**config.mk**
```make
export PLATFORM = sky130hd
export DESIGN_NAME = dsr_top
export DESIGN_NICKNAME = d
export VERILOG_FILES = /design/src/dsr_pkg.sv /design/src/dsr_shift_out.sv /design/src/dsr_top.sv
export SDC_FILE = /design/constraint.sdc
export NUM_CORES = 1
export LEC_CHECK = 0
export BUFFER_PORTS_ARGS = -buffer_cell sky130_fd_sc_hd__buf_2
export CAP_MARGIN = 20
export CORE_UTILIZATION = 39
export CTS_CLUSTER_SIZE = 16
export DETAILED_ROUTE_END_ITERATION = 10
export PLACE_DENSITY = 0.69
export SLEW_MARGIN = 20
export SYNTH_ARGS = -nofsm -noshare
export SYNTH_HDL_FRONTEND = slang
export SYNTH_SLANG_ARGS = --single-unit
```
**constraint.sdc**
```tcl
create_clock -name pclk -period 3.6 [get_ports pclk]
set_input_delay 0.18 -clock pclk [delete_from_list [all_inputs] [get_ports pclk]]
set_output_delay 0.18 -clock pclk [all_outputs]
set_load 0.01 [all_outputs]
```
**src/dsr_pkg.sv**
```systemverilog
// Shared constants, types and the register map of the decimator sync and readout block.
package dsr_pkg;

  // Register map, byte addresses on APB.
  localparam int          APB_AW       = 12;
  localparam logic [11:0] OFS_CTRL     = 12'h000;
  localparam logic [11:0] OFS_STATUS   = 12'h004;
  localparam logic [11:0] OFS_RESULT   = 12'h008;
  localparam logic [11:0] OFS_COMP     = 12'h00C;
  localparam logic [11:0] OFS_REALIGN  = 12'h010;

  // Control register fields and reset value.
  localparam int          CTRL_DF_LSB  = 0;
  localparam logic [1:0]  CTRL_DF_RST  = 2'h0;

  // Status register fields.
  localparam int          STAT_BUSY    = 0;
  localparam int          STAT_FLAG    = 1;
  localparam int          STAT_LOCK    = 2;
  localparam int          STAT_PH_LSB  = 16;

  // Word widths.
  localparam int          DIFF_W       = 14;
  localparam int          CM_W         = 8;
  localparam int          COMP_W       = 22;
  localparam int          RESULT_W     = 32;
  localparam int          TAG_W        = 8;
  localparam int          FWORD_W      = 40;
  localparam int          PHASE_W      = 14;
  localparam int          REALIGN_W    = 16;

  // Decimation factor minus one, one per setting.
  localparam logic [13:0] DFM1_256     = 14'h00FF;
  localparam logic [13:0] DFM1_1024    = 14'h03FF;
  localparam logic [13:0] DFM1_4096    = 14'h0FFF;
  localparam logic [13:0] DFM1_16384   = 14'h3FFF;

  // Configuration tags appended after the filtered result.
  localparam logic [7:0]  TAG_256      = 8'h85;
  localparam logic [7:0]  TAG_1024     = 8'hA5;
  localparam logic [7:0]  TAG_4096     = 8'hC5;
  localparam logic [7:0]  TAG_16384    = 8'hE5;

  // Conversion timing.
  localparam int          CLK_PERIOD_NS = 10;
  localparam int          CONV_TIME_NS  = 500;
  localparam int          CONV_CYCLES   = (CONV_TIME_NS + CLK_PERIOD_NS - 1) / CLK_PERIOD_NS;

  typedef enum logic [1:0] {
    DF_256   = 2'b00,
    DF_1024  = 2'b01,
    DF_4096  = 2'b10,
    DF_16384 = 2'b11
  } dsr_df_e;

  typedef enum logic {
    CONV_IDLE = 1'b0,
    CONV_BUSY = 1'b1
  } dsr_conv_e;

  typedef struct packed {
    logic [DIFF_W-1:0] diff;
    logic [CM_W-1:0]   cm;
  } dsr_composite_s;

endpackage

```
**src/dsr_shift_out.sv**
```systemverilog
// Serial output shifter gated by an active-low read select.
`timescale 1ns/1ps
module dsr_shift_out
  import dsr_pkg::*;
#(
  parameter int WIDTH = 32
) (
  // Clock and reset.
  input  wire logic             pclk,
  input  wire logic             presetn,
  // Control from the synchronised pins.
  input  wire logic             sel_n,
  input  wire logic             shift,
  // Word to send.
  input  wire logic             load,
  input  wire logic [WIDTH-1:0] word,
  // Serial pin.
  output logic                  shared_serial_line,
  output logic                  sdo_oe
);

  initial begin
    if (WIDTH < 2) begin
      $error("dsr_shift_out needs WIDTH of at least 2");
    end
  end

  logic             sel_q;
  logic [WIDTH-1:0] shreg;
  logic             next_sel_q;
  logic [WIDTH-1:0] next_shreg;
  logic             next_oe;

  always_comb begin
    next_sel_q = sel_n;
    next_oe    = ~sel_n;
    next_shreg = shreg;
    // Select falling reloads so the top bit is on the pin at once.
    if ((sel_q && !sel_n) || load) begin
      next_shreg = word;
    end else if (shift && !sel_n) begin
      next_shreg = {shreg[WIDTH-2:0], 1'b0};
    end
  end

  always_ff @(posedge pclk or negedge presetn) begin
    if (!presetn) begin
      sel_q  <= 1'b1;
      shreg  <= '0;
      sdo_oe <= 1'b0;
    end else begin
      sel_q  <= next_sel_q;
      shreg  <= next_shreg;
      sdo_oe <= next_oe;
    end
  end

  assign shared_serial_line = shreg[WIDTH-1];

endmodule

```
**src/dsr_top.sv**
```systemverilog
// Decimator synchronisation, result formatting and dual serial readout.
//
// Summary of operation
// - Filter refreshes every conversion; result register loads once per decimation factor.
// - After an alignment pulse, updates fall on every multiple of the factor.
// - Update flag output marks the conversion that updates the result register.
// - An alignment pulse matching the current alignment changes nothing.
// - After an extra conversion the next alignment pulse restores alignment.
// - Changing or re-establishing alignment clears the decimation filter state.
// - Direct register holds the 22-bit composite of the latest sample.
// - First 14 composite bits are the differential value, MSB first.
// - Last 8 composite bits are common-mode two's complement, MSB first.
// - Filtered output appends an 8-bit tag after the 32-bit result.
// - Tag encodes the factor: 85, A5, C5, E5 hex for 256 to 16384.
// - Filtered select low enables output; MSB appears after update flag falls.
// - Lowering filtered select puts the result MSB on the filtered output.
// - Direct select low enables output; composite MSB appears after busy falls.
// - Lowering direct select puts the composite MSB on the direct output.
// - On a shared line each select puts its own word's MSB there.
// - Update flag rises at start of each factor-th conversion, falls at its end.
// - Filtered result stays readable across many conversions for slow clocks.
//
// Added by the designer: the register addresses and the APB interface to the registers.
`timescale 1ns/1ps
module dsr_top
  import dsr_pkg::*;
#(
  parameter int CONV_CYC = CONV_CYCLES
) (
  // Clock and reset.
  input  wire logic                  pclk,
  input  wire logic                  presetn,
  // APB slave.
  input  wire logic [APB_AW-1:0]     paddr,
  input  wire logic                  psel,
  input  wire logic                  penable,
  input  wire logic                  pwrite,
  input  wire logic [31:0]           pwdata,
  input  wire logic [3:0]            pstrb,
  output logic                       pready,
  output logic [31:0]                prdata,
  output logic                       pslverr,
  // Host pins, asynchronous to pclk.
  input  wire logic                  conv_clock_pin,
  input  wire logic                  align_pulse,
  input  wire logic                  filtered_serial_clock,
  input  wire logic                  direct_serial_clock,
  input  wire logic                  filtered_read_select_n,
  input  wire logic                  direct_read_select_n,
  // Output pins.
  output logic                       busy,
  output logic                       filtered_update_flag,
  output logic                       filtered_serial_out,
  output logic                       filtered_serial_oe,
  output logic                       direct_serial_out,
  output logic                       direct_serial_oe,
  // Converter core and filter datapath, on pclk.
  input  wire dsr_composite_s        core_sample,
  input  wire logic [RESULT_W-1:0]   filter_value,
  output logic                       filter_refresh,
  output logic                       filter_clear
);

  initial begin
    if (CONV_CYC < 2) begin
      $error("dsr_top needs CONV_CYC of at least 2");
    end
  end

  localparam int CW = $clog2(CONV_CYC + 1);
  localparam logic [CW-1:0] CONV_LAST = CW'(CONV_CYC - 1);
  localparam int NPIN = 6;

  // Two-flop synchronisers for every pin input.
  logic [NPIN-1:0] pin_meta;
  logic [NPIN-1:0] pin_sync;
  logic [NPIN-1:0] pin_prev;
  logic [NPIN-1:0] next_pin_prev;

  always_comb begin
    next_pin_prev = pin_sync;
  end

  always_ff @(posedge pclk or negedge presetn) begin
    if (!presetn) begin
      pin_meta <= 6'h30;
      pin_sync <= 6'h30;
      pin_prev <= 6'h30;
    end else begin
      pin_meta <= {filtered_read_select_n, direct_read_select_n, filtered_serial_clock,
                   direct_serial_clock, align_pulse, conv_clock_pin};
      pin_sync <= pin_meta;
      pin_prev <= next_pin_prev;
    end
  end

  logic conv_rise;
  logic align_rise;
  logic fsck_fall;
  logic dsck_fall;
  assign conv_rise  = pin_sync[0] & ~pin_prev[0];
  assign align_rise = pin_sync[1] & ~pin_prev[1];
  assign dsck_fall  = ~pin_sync[2] & pin_prev[2];
  assign fsck_fall  = ~pin_sync[3] & pin_prev[3];

  // Conversion, decimation phase and alignment state.
  dsr_conv_e               conv_state;
  logic [CW-1:0]           conv_cnt;
  logic [PHASE_W-1:0]      phase;
  logic                    locked;
  dsr_composite_s          sample_hold;
  dsr_composite_s          composite;
  logic [RESULT_W-1:0]     result;
  logic [TAG_W-1:0]        tag;
  logic [REALIGN_W-1:0]    realign_cnt;
  logic                    fload;
  logic                    dload;
  logic [1:0]              df_sel;

  dsr_conv_e               next_conv_state;
  logic [CW-1:0]           next_conv_cnt;
  logic [PHASE_W-1:0]      next_phase;
  logic                    next_locked;
  dsr_composite_s          next_sample_hold;
  dsr_composite_s          next_composite;
  logic [RESULT_W-1:0]     next_result;
  logic [TAG_W-1:0]        next_tag;
  logic [REALIGN_W-1:0]    next_realign_cnt;
  logic                    next_fload;
  logic                    next_dload;
  logic                    next_busy;
  logic                    next_flag;
  logic                    next_refresh;
  logic                    next_clear;
  logic [PHASE_W-1:0]      df_m1;
  logic [TAG_W-1:0]        df_tag;

  always_comb begin
    unique case (dsr_df_e'(df_sel))
      DF_256:   df_m1 = DFM1_256;
      DF_1024:  df_m1 = DFM1_1024;
      DF_4096:  df_m1 = DFM1_4096;
      DF_16384: df_m1 = DFM1_16384;
    endcase
  end

  always_comb begin
    unique case (dsr_df_e'(df_sel))
      DF_256:   df_tag = TAG_256;
      DF_1024:  df_tag = TAG_1024;
      DF_4096:  df_tag = TAG_4096;
      DF_16384: df_tag = TAG_16384;
    endcase
  end

  always_comb begin
    next_conv_state  = conv_state;
    next_conv_cnt    = conv_cnt;
    next_phase       = phase;
    next_locked      = locked;
    next_sample_hold = sample_hold;
    next_composite   = composite;
    next_result      = result;
    next_tag         = tag;
    next_realign_cnt = realign_cnt;
    next_fload       = 1'b0;
    next_dload       = 1'b0;
    next_busy        = busy;
    next_flag        = filtered_update_flag;
    next_refresh     = 1'b0;
    next_clear       = 1'b0;
    unique case (conv_state)
      CONV_IDLE: begin
        // A conversion edge while busy is ignored, so only idle edges count.
        if (conv_rise) begin
          next_conv_state  = CONV_BUSY;
          next_conv_cnt    = '0;
          next_busy        = 1'b1;
          next_sample_hold = core_sample;
          // A factor change mid-count is caught by the compare, not missed.
          if (phase >= df_m1) begin
            next_flag  = 1'b1;
            next_phase = '0;
          end else begin
            next_phase = phase + 14'h0001;
          end
        end
      end
      CONV_BUSY: begin
        next_conv_cnt = conv_cnt + CW'(1);
        if (conv_cnt == CONV_LAST) begin
          next_conv_state = CONV_IDLE;
          next_busy       = 1'b0;
          next_flag       = 1'b0;
          next_composite  = sample_hold;
          next_dload      = 1'b1;
          next_refresh    = 1'b1;
          if (filtered_update_flag) begin
            next_result = filter_value;
            next_tag    = df_tag;
            next_fload  = 1'b1;
          end
        end
      end
    endcase
    // Alignment is applied after the conversion edge so a coincident pair counts once.
    if (align_rise) begin
      next_locked = 1'b1;
      if (next_phase != '0) begin
        next_phase       = '0;
        next_clear       = 1'b1;
        next_realign_cnt = realign_cnt + 16'h0001;
      end
      // Phase already zero means the pulse matches; nothing is disturbed.
    end
  end

  always_ff @(posedge pclk or negedge presetn) begin
    if (!presetn) begin
      conv_state           <= CONV_IDLE;
      conv_cnt             <= '0;
      phase                <= '0;
      locked               <= 1'b0;
      sample_hold          <= '0;
      composite            <= '0;
      result               <= '0;
      tag                  <= TAG_256;
      realign_cnt          <= '0;
      fload                <= 1'b0;
      dload                <= 1'b0;
      busy                 <= 1'b0;
      filtered_update_flag <= 1'b0;
      filter_refresh       <= 1'b0;
      filter_clear         <= 1'b0;
    end else begin
      conv_state           <= next_conv_state;
      conv_cnt             <= next_conv_cnt;
      phase                <= next_phase;
      locked               <= next_locked;
      sample_hold          <= next_sample_hold;
      composite            <= next_composite;
      result               <= next_result;
      tag                  <= next_tag;
      realign_cnt          <= next_realign_cnt;
      fload                <= next_fload;
      dload                <= next_dload;
      busy                 <= next_busy;
      filtered_update_flag <= next_flag;
      filter_refresh       <= next_refresh;
      filter_clear         <= next_clear;
    end
  end

  // Serial outputs. The filtered word reloads only on a new result or a falling select, so a
  // slow reader may spread its bits over many conversions.
  dsr_shift_out #(
    .WIDTH   (FWORD_W)
  ) u_filtered (
    .pclk    (pclk),
    .presetn (presetn),
    .sel_n   (pin_sync[5]),
    .shift   (fsck_fall),
    .load    (fload),
    .word    ({result, tag}),
    .shared_serial_line     (filtered_serial_out),
    .sdo_oe  (filtered_serial_oe)
  );

  dsr_shift_out #(
    .WIDTH   (COMP_W)
  ) u_direct (
    .pclk    (pclk),
    .presetn (presetn),
    .sel_n   (pin_sync[4]),
    .shift   (dsck_fall),
    .load    (dload),
    .word    (composite),
    .shared_serial_line     (direct_serial_out),
    .sdo_oe  (direct_serial_oe)
  );

  // APB slave with one wait state; every answer is registered.
  logic        access;
  logic        hit;
  logic [31:0] rd_mux;
  logic        next_pready;
  logic [31:0] next_prdata;
  logic        next_pslverr;
  logic [1:0]  next_df_sel;

  assign access = psel & penable;

  always_comb begin
    hit    = 1'b1;
    rd_mux = 32'h0000_0000;
    unique case (paddr)
      OFS_CTRL:    rd_mux[CTRL_DF_LSB +: 2] = df_sel;
      OFS_STATUS: begin
        rd_mux[STAT_BUSY] = busy;
        rd_mux[STAT_FLAG] = filtered_update_flag;
        rd_mux[STAT_LOCK] = locked;
        rd_mux[STAT_PH_LSB +: PHASE_W] = phase;
      end
      OFS_RESULT:  rd_mux = result;
      OFS_COMP:    rd_mux[COMP_W-1:0] = composite;
      OFS_REALIGN: rd_mux[REALIGN_W-1:0] = realign_cnt;
      default:     hit = 1'b0;
    endcase
  end

  always_comb begin
    next_pready  = access & ~pready;
    next_prdata  = prdata;
    next_pslverr = 1'b0;
    next_df_sel  = df_sel;
    if (access && !pready) begin
      next_prdata  = pwrite ? prdata : (hit ? rd_mux : 32'h0000_0000);
      next_pslverr = ~hit;
    end
    // Writes commit at the edge that samples pready high, as the master expects.
    if (access && pready && pwrite && (paddr == OFS_CTRL) && pstrb[0]) begin
      next_df_sel = pwdata[CTRL_DF_LSB +: 2];
    end
  end

  always_ff @(posedge pclk or negedge presetn) begin
    if (!presetn) begin
      pready  <= 1'b0;
      prdata  <= 32'h0000_0000;
      pslverr <= 1'b0;
      df_sel  <= CTRL_DF_RST;
    end else begin
      pready  <= next_pready;
      prdata  <= next_prdata;
      pslverr <= next_pslverr;
      df_sel  <= next_df_sel;
    end
  end

endmodule

```
==> results.txt, run 1 <==
Of the total power, registers draw 0.488. Of the total power, the share spent switching nets is 0.2756. The top layer reached by signal wires is met4. The clock network fraction of design power is 0.365.

The final routed wire length divided by cell count came out at roughly 17 um. The area taken by multi-input logic gates came out at 4398 sq um. The required time of the critical path is 4.01 ns.

The synthesis-to-layout area growth is 23.03%. Setup violations remaining at the end of the flow were counted as 0. The total of max-cap violations is 0. Of the cells placed in the final design, the portion with a size suffix greater than 1 is 0.2247. The met1 layer wirelength in the final routing came out at 12230 um. STA classifies the critical path startpoint as a flip-flop. The final weighted congestion in routability-driven placement is 0.8461. The leakage power of the design came out at approximately 6 nW. The number of enable flip-flop cells after synthesis is 0. At the pin with the least slew margin, the transition time is 1.033 ns. The die is 167.1 um wide.

For this block, the routed nets add up to 25610 um of wire. The final instance area came out at 13090 sq um. The run finished with clean final reports. The data arrival time of the worst path came out at 3.45 ns. The fraction of post-synthesis cell area in the top cell type by area came out at 0.5482. For the finished layout, the period the worst path requires is approximately 3.0 ns.

Counting instances in the post-synthesis netlist gives the leading cell types as 233 x sky130_fd_sc_hd__dfrtp_1, 190 x sky130_fd_sc_hd__nand2_1, 90 x sky130_fd_sc_hd__o21ai_0. The final critical-path share of the clock period is 0.8430. The via count came out at 7943.

For this run, the leading register cell type out of synthesis is sky130_fd_sc_hd__dfrtp_1. Averaged over all synthesized cells, the footprint is ~11 sq um. The number of buffers created by CTS is 26. The number of distinct library cells after synthesis came out at 63. After legalization and detailed placement, the total HPWL measured 17350 um.

The worst hold path belongs to the class input pin to flip-flop. The number of antenna violations at the first check in global routing came out at 1. The full die area came out at 27930 sq um. For this design the total switching power over the nets is 2.001 mW.

The number of nets handed over by synthesis was 1118. The hold violation total from the final report came out at 0. Pin placement for this block handled 155 I/O pins. Once the clock tree was built, the setup fixing pass inserted 0 buffers. For this design, the slowest cell found on the critical path is sky130_fd_sc_hd__or4_1. The share of synthesized flip-flops with an asynchronous set or reset is 1.000. The largest total area in the synthesized netlist belongs to sky130_fd_sc_hd__dfrtp_1. The post-place setup slack came out at ~0.60 ns.

The cell area after technology mapping came out at approximately 11000 sq um. The post-route setup TNS came out at 0 ns. The pin count of the biggest net entering global routing is 120. The sequential cell area fraction in the yosys report came out at 0.5631. The average vias per placed instance is 5.205. The cell count of the worst hold path is 3. The number of placement rows is 60. The depth of the worst register-to-register path came out at 10. The share of power burned in combinational logic is 0.147. By startpoint and endpoint, the worst setup path is classified as flip-flop to flip-flop.

The overall fraction of global-route tracks in use came out at 0.1857. Setup repair after global routing left no endpoint under its margin. The iteration-0 DRC count of the detailed router is ~500.

The routed design uses 11530 um of met2 wire. The clock latency reported for the late side of the worst-skew pair is 0.53 ns. The total overflow left after global routing is 0.

The clock drives 239 sinks. The starting density of the core is 0.3957. The core box area is ~27000 sq um. The number of warning messages in the yosys log came out at 0. The number of instances in the synthesized netlist came out at roughly 1000. In this design, the stage delay of the slowest critical-path cell is between 0.7 and 0.8 ns. Cell internal power was estimated by the tool at 5.259 mW.

Traced cell by cell, the critical path runs through nor2_1 -> ha_1 -> a21oi_1 -> nor2_1 -> or4_1 -> a211oi_1 -> a21oi_1 -> nand4_2 -> and2_1 -> mux2_4. The number of global-route vias before repair is 7854. The first-pass iteration count of the detailed router came out at 5. The clock transition at the registers of the reported paths came out at around 0.06 ns. At the end of the flow, the number of nets in the layout was 1290. The root buffer cell chosen for the clock tree is sky130_fd_sc_hd__clkbuf_16. TritonCTS built the clock tree. The register bit total from synthesis is 239. The upper clock frequency limit came out at 329.5 MHz. The worst setup margin is 0.5651 ns. The cell area power density is 554.9 nW/um^2. The number of pins with negative max-slew slack in the final report is 0. The most instantiated library cell after synthesis is sky130_fd_sc_hd__dfrtp_1. The worst max-slew margin expressed relative to the limit is 0.3113.

The filler cell count came out at 2413. The first global-routing pass estimated 41610 um of wire. The number of H-tree levels is 1. The met3 wire length is around 1300 um. The quantity of I/O buffers inserted on ports is 121.

The placed instances occupy a cell area of 11580 sq um. In the routed design, unresolved DRC markers number 0. In the post-synthesis netlist, the biggest area contributors are sky130_fd_sc_hd__dfrtp_1 55%, sky130_fd_sc_hd__mux2i_1 7.2%, sky130_fd_sc_hd__nand2_1 6.7%.

The nature of the critical path endpoint is a flip-flop. The maximum fanout encountered on the critical timing path came out at 10. The clock tree skew after final layout is between 0.008 and 0.009 ns.

The number of gates resized after CTS came out at 0. The number of routed nets with antenna violations is 0. The number of buffers between clock root and the deepest sink came out at 3. The area taken by flip-flops and latches is 5988 sq um. The highest ir drop seen on vdd is 0.0003549 V. The die height came out at 167.1 um.
## cells in the final DEF (no fill, tap or decap), types with 4 or more instances in the layout
cell type / count
sky130_fd_sc_hd__a21oi_1: 35
sky130_fd_sc_hd__a221oi_1: 8
sky130_fd_sc_hd__a22oi_1: 9
sky130_fd_sc_hd__and2_1: 7
sky130_fd_sc_hd__and3_1: 6
sky130_fd_sc_hd__buf_2: 120
sky130_fd_sc_hd__buf_4: 17
sky130_fd_sc_hd__clkbuf_1: 6
sky130_fd_sc_hd__clkbuf_16: 27
sky130_fd_sc_hd__clkbuf_8: 8
sky130_fd_sc_hd__dfrtp_1: 233
sky130_fd_sc_hd__dfstp_2: 6
sky130_fd_sc_hd__dlygate4sd3_1: 64
sky130_fd_sc_hd__ha_1: 10
sky130_fd_sc_hd__inv_1: 8
sky130_fd_sc_hd__mux2_2: 63
sky130_fd_sc_hd__mux2i_1: 76
sky130_fd_sc_hd__nand2_1: 190
sky130_fd_sc_hd__nand2b_1: 4
sky130_fd_sc_hd__nand3_1: 20
sky130_fd_sc_hd__nand3b_1: 4
sky130_fd_sc_hd__nand4_1: 12
sky130_fd_sc_hd__nor2_1: 66
sky130_fd_sc_hd__nor2b_1: 5
sky130_fd_sc_hd__nor3_1: 7
sky130_fd_sc_hd__o21ai_0: 90
sky130_fd_sc_hd__or3_1: 6
sky130_fd_sc_hd__xnor2_1: 15
## through the flow
stage / hold WS (ns) / power, mW / util / cells
floorplan: -0.1156 / 4.132 / - / 995
finish: 0.03126 / 7.260 / 0.4869 / 1526
CTS: 0.001775 / 7.322 / 0.4865 / 1525
global placement: 0.2859 / 4.536 / 0.4309 / 1416
detailed placement: 0.2872 / 4.589 / 0.4309 / 1416
global route: 0.03056 / 7.639 / 0.4869 / 1526
## logic make-up (layout without fill, tap and decap cells)
group           after synthesis  count (layout)  synth area share
mux                         140             140            0.1396
fa+ha+maj                    10              10           0.01176
flops                       239             239            0.5631
xor+xnor                     16              16           0.01318
buf+inv                      66             255           0.02671
compound gates              172             172           0.09388
simple gates                352             352            0.1518
other cells                   0               1                 0
## critical path: cells and delay by family, from the launching register on
| family | cells | cell delay, ns |
|---|---|---|
| mux | 1 | 0.32 |
| fa+ha+maj | 1 | 0.27 |
| compound gates | 3 | 0.55 |
| flops | 1 | 0.42 |
| simple gates | 5 | 1.36 |
## layout make-up
type / instances / area share
Tap cell: 341 / 0.03261
Clock inverter: 4 / 0.003634
Sequential cell: 239 / 0.4576
Timing Repair Buffer: 202 / 0.1058
Clock buffer: 41 / 0.06177
Antenna cell: 1 / 0.0001912
Multi-Input combinational cell: 690 / 0.3361
Inverter: 8 / 0.002295
## power groups by stage
stage	clock network, mW	logic [mW]	registers, mW
6_report	2.65	1.06	3.54
3_3_place_gp	0	0.973	3.56
4_1_cts	2.71	1.07	3.54
2_1_floorplan	0	0.718	3.41
3_5_place_dp	0	1.01	3.58
5_1_grt	2.83	1.21	3.60
## path summary, 6_finish.rpt
check	from	end	slack [ns]
min in group asynchronous	presetn	result[23]	0.30
min reg2reg	pin_meta[0]	next_pin_prev[0]	0.35
max in group asynchronous	presetn	pin_prev[1]	2.29
min	psel	pready	0.03
max reg2reg	df_sel[1]	realign_cnt[1]	0.57
max	df_sel[1]	realign_cnt[1]	0.57
## sequential cells by signal (all words and copies together), names as in the netlist, 2 cells and up
register / cells
u_filtered.shreg: 40
prdata: 32
result: 32
composite: 22
sample_hold: 22
u_direct.shreg: 22
realign_cnt: 16
phase: 14
conv_cnt: 6
next_pin_prev: 6
pin_meta: 6
pin_prev: 4
df_sel: 2
tag: 2
## per-layer routing
layer  vias up  GRT usage
li1       3819          -
met1      3881     0.2712
met2       198     0.2849
met3        45    0.03191
met4         0    0.05026
met5         -          0
## timing repair
| item | in CTS | in global routing |
|---|---|---|
| endpoints found under the hold margin | 174 | 0 |
| endpoints found under the setup margin | 0 | 0 |
| hold buffers | 64 | 0 |
No activity file was read; power rests on OpenSTA's default activity.
==> inputs of run 2 (changes only) <==
==> constraint.sdc (replaced) <==
create_clock -name pclk -period 2.94 [get_ports pclk]
set_input_delay 0.147 -clock pclk [delete_from_list [all_inputs] [get_ports pclk]]
set_output_delay 0.147 -clock pclk [all_outputs]
set_load 0.01 [all_outputs]
==> run 2 against run 1 <==
Net effect:
- cell count up 1.7%
- routed wire length up 3.5%
- utilization up 0.94 points
- register-to-register slack worse by 0.42 ns
- sequential cell count unchanged
- power up 25%
- sequential share of layout area down 0.86 points
- design area up 1.9%
- critical path depth up 1
- critical path type unchanged
- critical endpoint is now realign_cnt[5]
- highest routed layer unchanged
==> results.txt, run 2 (synthesis gave the netlist of run 1 again) <==
The minimum period implied by the final worst setup slack came out at 2.792 ns (-0.2434 ns). The transition time at the pin with the least slew margin is 0.8305 ns (-0.2025 ns). The average vias per placed instance came out at 5.184 (-0.41%).

The via count came out at 8045 (+1.3%). The CTS tree is yes. The flow ran to the end, and the final reports show no timing, DRC or antenna violations.

The number of H-tree levels came to 1 (unchanged). The worst setup margin is 0.1485 ns (-0.4166 ns). The number of buffers between clock root and the deepest sink is 3 (unchanged). In this run the worst setup path terminates at realign_cnt[5]. The number of placement rows is 60 (unchanged). The startpoint identified for the worst register-to-register timing path is df_sel[1]. The area taken by flip-flops and latches is 5988 sq um (unchanged). The final critical-path share of the clock period is 0.9495 (+0.1065). The number of flip-flops under the largest register name is 40 (unchanged). The number of buffers created by CTS was 27 (+3.8%). The total wire length came out at 26510 um (+3.5%). The clock latency reported for the late side of the worst-skew pair is 0.53 ns (about the same). The final weighted congestion in routability-driven placement came out at 0.8660 (+2.4%). The depth of the worst register-to-register path came out at 11 (+1). The final total power is 9.079 mW (+25%). The library cell used most frequently in the layout, excluding fill and tap cells, is sky130_fd_sc_hd__dfrtp_1.

The post-DP HPWL is 17630 um (+1.6%). The share of cells above drive strength 1 is 0.2421 (+0.01749). In the final layout, the registers with the most flip-flops are u_filtered.shreg x40, prdata x32, result x32. The post-place setup slack is 0.08596 ns (-0.5144 ns).

The final standard cell utilization of the core came to 0.4962 (+0.009357). The final routed wire length divided by cell count came out at 17.08 um (+1.8%). The total of max-cap violations is 0 (unchanged). The iteration-0 DRC count of the detailed router is 543 (+11%). The first-pass iteration count of the detailed router is 4 (-1). The area of placed instances came to 11760 sq um (+1.5%).

The area taken by multi-input logic gates is 4402 sq um (about the same). The register with the most flip-flops is u_filtered.shreg. The number of pins with negative max-slew slack in the final report is 0 (unchanged).

The worst max-slew margin expressed relative to the limit is 0.4463 (+0.1350). The die height is 167.1 um (unchanged). The min-delay analysis places its worst path in the category input pin to flip-flop. The core box area came out at 26880 sq um (unchanged). The data arrival time of the worst path is 3.20 ns (-0.25 ns). The critical path is of the flip-flop to flip-flop type. The quantity of I/O buffers inserted on ports came to 121 (unchanged). The most critical setup path has its startpoint at df_sel[1].

The setup violation total in the final timing report was 0 (unchanged). The required time of the critical path is 3.35 ns (-0.66 ns). The number of routed nets with antenna violations is 0 (unchanged). The full die area came out at 27930 sq um (unchanged). The library cells used most frequently in the layout, excluding fill and tap cells, are 233 x sky130_fd_sc_hd__dfrtp_1, 190 x sky130_fd_sc_hd__nand2_1, 120 x sky130_fd_sc_hd__buf_2.

The number of ports placed on the die boundary is 155 (unchanged). The overall overflow remaining after global route was 0 (unchanged). The tree is rooted in a sky130_fd_sc_hd__clkbuf_16. The upper clock frequency limit is 358.2 MHz (+8.7%).

The clock sink count is 239 (unchanged). The endpoint identified for the worst register-to-register timing path is realign_cnt[5]. The overall fraction of global-route tracks in use is 0.1923 (+0.006660). The net total in the final layout came to 1312 (+1.7%). The cell area power density is 680.8 nW/um^2 (+23%). The flop-to-flop setup slack is 0.15 ns (-0.42 ns).

The clock tree skew after final layout is 0.01490 ns (+0.005941 ns). The cell count of the worst hold path is 5 (+2). Compared with the post-synthesis result, the final layout area differs by 25.40%. The residual DRC count was 0 (unchanged). The wire length of the first global-routing pass came out at 42900 um (+3.1%). The maximum fanout encountered on the critical timing path came out at 14 (+4). The number of antenna violations at the first check in global routing came out at 1 (unchanged). The starting density of the core came out at 0.3957 (unchanged). The clock transition at the registers of the reported paths is 0.06 ns (about the same). The leakage power of the design came out at 6.201 nW (+2.5%).

The highest ir drop seen on vdd is 0.0004875 V (+37%). The number of global-route vias before repair is 8041 (+2.4%). The die outline width came out at 167.1 um (unchanged). STA classifies the critical path startpoint as a flip-flop. The pin count of the biggest net entering global routing came out at 107 (-11%).

The hold violation total from the final report is 0 (unchanged). The filler cell count came out at 2381 (-1.3%). STA classifies the critical path endpoint as a flip-flop.

The final instance area is 13340 sq um (+1.9%).
## run 2: cell types whose count changed in the layout (fill, tap and decap cells not counted)
cell,delta
sky130_fd_sc_hd__dlygate4sd3_1,+1
sky130_fd_sc_hd__clkbuf_1,-1
sky130_fd_sc_hd__clkinv_2,+2
sky130_fd_sc_hd__bufinv_16,+1
sky130_fd_sc_hd__clkinv_4,+1
sky130_fd_sc_hd__buf_4,+18
sky130_fd_sc_hd__inv_6,+2
sky130_fd_sc_hd__or4_4,+1
sky130_fd_sc_hd__buf_12,+2
sky130_fd_sc_hd__or4_1,-1
## run 2: what timing repair did
| item | 4_1_cts | 5_1_grt |
|---|---|---|
| endpoints found under the hold margin | 166 | 0 |
| resized for setup | 0 | 1 |
| buffers inserted | 0 | 0 |
| hold buffers | 65 | 0 |
| endpoints found under the setup margin | 0 | 14 |
## run 2: through the flow
stage          setup TNS [ns]  hold WS, ns  instances
2_1_floorplan               0      -0.1486        995
3_3_place_gp                0       0.2536       1436
3_5_place_dp                0       0.2555       1436
4_1_cts                     0       0.1115       1551
5_1_grt             -0.005470       0.1226       1552
6_report                    0       0.1366       1552
## run 2: worst max-delay path: stages (launching register included)
cell	delay, ns
sky130_fd_sc_hd__dfrtp_1	0.42
sky130_fd_sc_hd__nor2_1	0.19
sky130_fd_sc_hd__ha_1	0.28
sky130_fd_sc_hd__a21oi_1	0.18
sky130_fd_sc_hd__nor2_1	0.09
sky130_fd_sc_hd__or4_4	0.58
sky130_fd_sc_hd__a211oi_1	0.25
sky130_fd_sc_hd__a21oi_1	0.08
sky130_fd_sc_hd__nand4_2	0.11
sky130_fd_sc_hd__buf_4	0.20
sky130_fd_sc_hd__nand4_1	0.12
sky130_fd_sc_hd__xnor2_1	0.18
## run 2: area by class of cell
class	instances	share of cell area
Clock inverter	10	0.008537
Antenna cell	1	0.0001876
Timing Repair Buffer	223	0.1176
Inverter	8	0.002252
Clock buffer	40	0.06032
Sequential cell	239	0.4490
Tap cell	341	0.03199
Multi-Input combinational cell	690	0.3301
## run 2: power by group
part | switching, mW | internal [mW] | leakage, nW
clock | 1.34 | 2.07 | 0.453
sequential | 0.478 | 3.83 | 3.04
combinational | 0.683 | 0.674 | 2.70
## run 2: worst min path at each step
stage,from,end
finish,pwrite,prdata[1]
global placement,direct_read_select_n,pin_meta[4]
CTS,pwrite,prdata[1]
detailed placement,direct_read_select_n,pin_meta[4]
floorplan,presetn,busy
global route,paddr[2],prdata[2]
## run 2: layer usage
metal | vias to the layer above | GRT usage | share of wire
met1 | 3935 | 0.2836 | 0.47
met4 | 0 | 0.05744 | 0.029
met5 | - | 0 | 0
met2 | 219 | 0.2929 | 0.45
met3 | 45 | 0.02860 | 0.049
li1 | 3846 | - | -
==> inputs of run 3 (changes only) <==
--- a/config.mk
+++ b/config.mk
@@ -5,6 +5,7 @@
 export SDC_FILE = /design/constraint.sdc
 export NUM_CORES = 1
 export LEC_CHECK = 0
+export ABC_AREA = 1
 export BUFFER_PORTS_ARGS = -buffer_cell sky130_fd_sc_hd__buf_2
 export CAP_MARGIN = 20
 export CORE_UTILIZATION = 39
==> constraint.sdc (replaced) <==
create_clock -name pclk -period 2.94 [get_ports pclk]
set_input_delay 0.147 -clock pclk [delete_from_list [all_inputs] [get_ports pclk]]
set_output_delay 0.147 -clock pclk [all_outputs]
set_load 0.1 [all_outputs]
==> run 3 against run 2 <==
Net effect:
- the flow now finishes with violations (design-rule violations)
- critical path depth grew 3
- sequential power shrank 3%
- global-route usage grew 1.1 points
- synthesized area shrank 0.79%
- sequential share of layout area grew 1.2 points
- largest power group unchanged
- highest routed layer unchanged
==> results.txt, run 3 <==
The number of antenna violations at the first check in global routing is 0 (-1). The clock tree skew after final layout was 0.01269 ns (-0.002213 ns). The number of distinct library cells after synthesis came out at 37 (-41%). The number of global-route vias before repair came out at 8789 (+9.3%). The data arrival time of the worst path came out at 3.04 ns (-0.16 ns). The overall overflow remaining after global route is 0 (unchanged). The fraction of post-synthesis cell area in the top cell type by area came out at 0.5526 (+0.004356). The tree is rooted in a sky130_fd_sc_hd__clkbuf_16. The number of ports placed on the die boundary is 155 (unchanged).

The share of synthesized flip-flops with an asynchronous set or reset came out at 1.000 (unchanged). The final weighted congestion in routability-driven placement is 0.8946 (+3.3%). The number of antenna repair diodes came out at 0 (-1). The worst max-slew margin expressed relative to the limit is 0.3542 (-0.09209). Leaving out fill and tap cells, the most frequent cell in the layout is sky130_fd_sc_hd__nand2_1. After synthesis, the most frequently instantiated cells are 397 x sky130_fd_sc_hd__nand2_1, 233 x sky130_fd_sc_hd__dfrtp_1, 128 x sky130_fd_sc_hd__inv_1.

The worst setup path is launched from a flip-flop. The post-synthesis cell type with the largest combined area is sky130_fd_sc_hd__dfrtp_1. The filler cell count came out at 2435 (+2.3%). The clock sink count is 239 (unchanged). TritonCTS built the clock tree. The full die area is 27720 sq um (-0.78%).

The cell area after technology mapping is 10550 sq um (-0.79%). The final reports fail on design-rule violations. The count of buffers added by post-CTS timing repair for setup is 0 (unchanged). The most used flip-flop cell after synthesis is sky130_fd_sc_hd__dfrtp_1. The average instance area after synthesis came to 8.613 sq um (-19%). The average vias per placed instance came out at 5.055 (-2.5%). The worst setup margin came to 0.3101 ns (+0.1616 ns). The final standard cell utilization of the core came out at 0.4940 (-0.002275). The number of enable flip-flop cells after synthesis is 0 (unchanged). The hold violation total from the final report is 0 (unchanged). The number of H-tree levels came to 1 (unchanged). The iteration-0 DRC count of the detailed router is 693 (+28%).

The number of placement rows came out at 59 (-1.7%). The net total in the final layout is 1530 (+17%). The transition time at the pin with the least slew margin is 0.9676 ns (+0.1371 ns).

The pin count of the biggest net entering global routing was 77 (-28%). The minimum period implied by the final worst setup slack came out at 2.630 ns (-0.1616 ns). The number of instances in the synthesized netlist came out at 1225 (+23%). The number of pins with negative max-slew slack in the final report is 0 (unchanged). The synthesis-to-layout area growth came out at 23.03%.

The startpoint-to-endpoint class of the critical path is flip-flop to flip-flop. The total of max-cap violations is 0 (unchanged). The die height came out at 166.5 um (-0.39%).

The clock latency reported for the late side of the worst-skew pair is 0.52 ns (about the same). The setup violation total in the final timing report is 0 (unchanged). The quantity of I/O buffers inserted on ports was 121 (unchanged). The path class of the tightest hold or removal check is input pin to flip-flop. The flow ran to the end, but the final reports show violations. The number of warning messages in the yosys log is 0 (unchanged).

The number of buffers between clock root and the deepest sink came to 3 (unchanged). The post-route setup TNS is 0 ns (unchanged). The total wire length came out at 27720 um (+4.6%). Leaving out fill and tap cells, the most frequent cells in the layout are 397 x sky130_fd_sc_hd__nand2_1, 233 x sky130_fd_sc_hd__dfrtp_1, 128 x sky130_fd_sc_hd__inv_1. The number of flip-flops under the largest register name came out at 40 (unchanged). The core box area came to 26280 sq um (-2.2%). The number of routed nets with antenna violations is 0 (unchanged). The first-pass iteration count of the detailed router came out at 8 (+4). The residual DRC count is 8 (+8). The final critical-path share of the clock period is 0.8945 (-0.05497). The required time of the critical path came to 3.35 ns (about the same). The sequential cell area fraction in the yosys report is 0.5675 (+0.004473). The worst setup path is captured at a flip-flop. The largest registers in the layout are u_filtered.shreg x40, prdata x32, result x32. The final routed wire length divided by cell count is 15.76 um (-7.8%). The number of buffers created by CTS is 25 (-7.4%).

The cell area power density is 658.5 nW/um^2 (-3.3%). The maximum fanout encountered on the critical timing path came to 17 (+3). The die outline width was 166.5 um (-0.39%). The leakage power of the design is 6.364 nW (+2.6%). The overall fraction of global-route tracks in use is 0.2034 (+0.01104).

The via count came out at 8891 (+11%). The clock transition at the registers of the reported paths is 0.06 ns (about the same). The share of cells above drive strength 1 is 0.1503 (-0.09187).

The upper clock frequency limit came out at 380.2 MHz (+6.1%). The starting density of the core is 0.4015 (+0.005778). The wire length of the first global-routing pass came out at 45680 um (+6.5%). The register bit total from synthesis came out at 239 (unchanged).

Ranked by total cell area, the synthesized netlist is headed by sky130_fd_sc_hd__dfrtp_1 55%, sky130_fd_sc_hd__nand2_1 14%, sky130_fd_sc_hd__inv_1 4.6%. The post-DP HPWL is 19200 um (+8.9%). The number of nets produced by synthesis came out at 1348 (+21%). The register with the most flip-flops is u_filtered.shreg.

Setup repair after global routing left no endpoint under its margin. The most common cell in the synthesized netlist is sky130_fd_sc_hd__nand2_1. The highest ir drop seen on vdd is 0.0003559 V (-27%). The post-place setup slack was 0.3309 ns (+0.2449 ns).
## run 3: changes by cell type after synthesis, moves of 15 or more
cell	previous run	this run
sky130_fd_sc_hd__xnor2_1	15	0
sky130_fd_sc_hd__nand2_1	190	397
sky130_fd_sc_hd__mux2i_1	76	0
sky130_fd_sc_hd__mux2_2	63	0
sky130_fd_sc_hd__o221ai_1	2	29
sky130_fd_sc_hd__a31oi_1	3	22
sky130_fd_sc_hd__xor2_1	1	16
sky130_fd_sc_hd__nand3_1	20	44
sky130_fd_sc_hd__o21ai_0	90	75
sky130_fd_sc_hd__inv_1	8	128
sky130_fd_sc_hd__o22ai_1	2	28
## run 3: routing by layer
layer,track usage,part of all wire,up-vias
met5,0,0,-
met4,0.06763,0.029,0
met3,0.02828,0.053,49
met2,0.3219,0.46,264
met1,0.2878,0.46,4266
li1,-,-,4312
## run 3: timing repair
item | in CTS | in global routing
resized for setup | 0 | 0
endpoints found under the hold margin | 135 | 0
hold buffers | 65 | 0
## run 3: report_power, final
| part | leakage [nW] | internal, mW | switching [mW] | total, mW |
|---|---|---|---|---|
| Sequential | 2.87 | 3.85 | 0.323 | 4.17 |
| Clock | 0.385 | 1.78 | 1.25 | 3.03 |
| Combinational | 3.11 | 0.476 | 0.872 | 1.35 |
## run 3: final cells by class
type                       count  area (sq um)  area share
clock inverter                 5         53.80    0.004145
inverter                     139         521.8     0.04019
clock buffer                  39         728.2     0.05610
timing repair buffer         208          1456      0.1122
sequential                   239          5988      0.4613
tap                          335         419.2     0.03229
multi-input combinational    794          3814      0.2938
## run 3: kinds of logic after synthesis
logic type      after synthesis  share of synthesized area
simple gates                572                     0.2233
flops                       239                     0.5675
buf+inv                     192                    0.07186
fa+ha+maj                    10                    0.01186
compound gates              196                     0.1122
xor+xnor                     16                    0.01328
## run 3: critical path, cell delays in order (launching register included)
cell and delay [ns]:
sky130_fd_sc_hd__dfrtp_1 0.41, sky130_fd_sc_hd__nor2_1 0.19, sky130_fd_sc_hd__ha_1 0.28, sky130_fd_sc_hd__a21oi_1 0.16, sky130_fd_sc_hd__nor2_1 0.06, sky130_fd_sc_hd__nor2_1 0.18, sky130_fd_sc_hd__nand2_1 0.09, sky130_fd_sc_hd__nand2_2 0.25
sky130_fd_sc_hd__clkinv_1 0.24, sky130_fd_sc_hd__nor2_1 0.15, sky130_fd_sc_hd__nor2_1 0.08, sky130_fd_sc_hd__nand3_4 0.10, sky130_fd_sc_hd__nand2_4 0.17, sky130_fd_sc_hd__nand2_1 0.12, sky130_fd_sc_hd__nand2_1 0.05
## run 3: final timing paths
check	endpoint	slack, ns	from	depth (start not counted)
hold reg to reg	next_pin_prev[0]	0.35	pin_meta[0]	0
setup / recovery	realign_cnt[5]	0.31	df_sel[0]	14
setup reg to reg	realign_cnt[5]	0.31	df_sel[0]	14
hold / removal	df_sel[1]	0.09	paddr[4]	4
min in group asynchronous	result[23]	0.20	presetn	2
max in group asynchronous	pin_meta[4]	1.92	presetn	3
## run 3: metrics by stage
stage          hold WS, ns  power [mW]  instance area, sq um  std cells
3_5_place_dp        0.1657       5.508                 11550       1650
5_1_grt             0.1186       9.013                 12980       1759
4_1_cts            0.07000       8.629                 12980       1759
3_3_place_gp        0.1643       5.443                 11550       1650
6_report           0.09238       8.548                 12980       1759
2_1_floorplan      -0.1486       5.028                 10550       1225
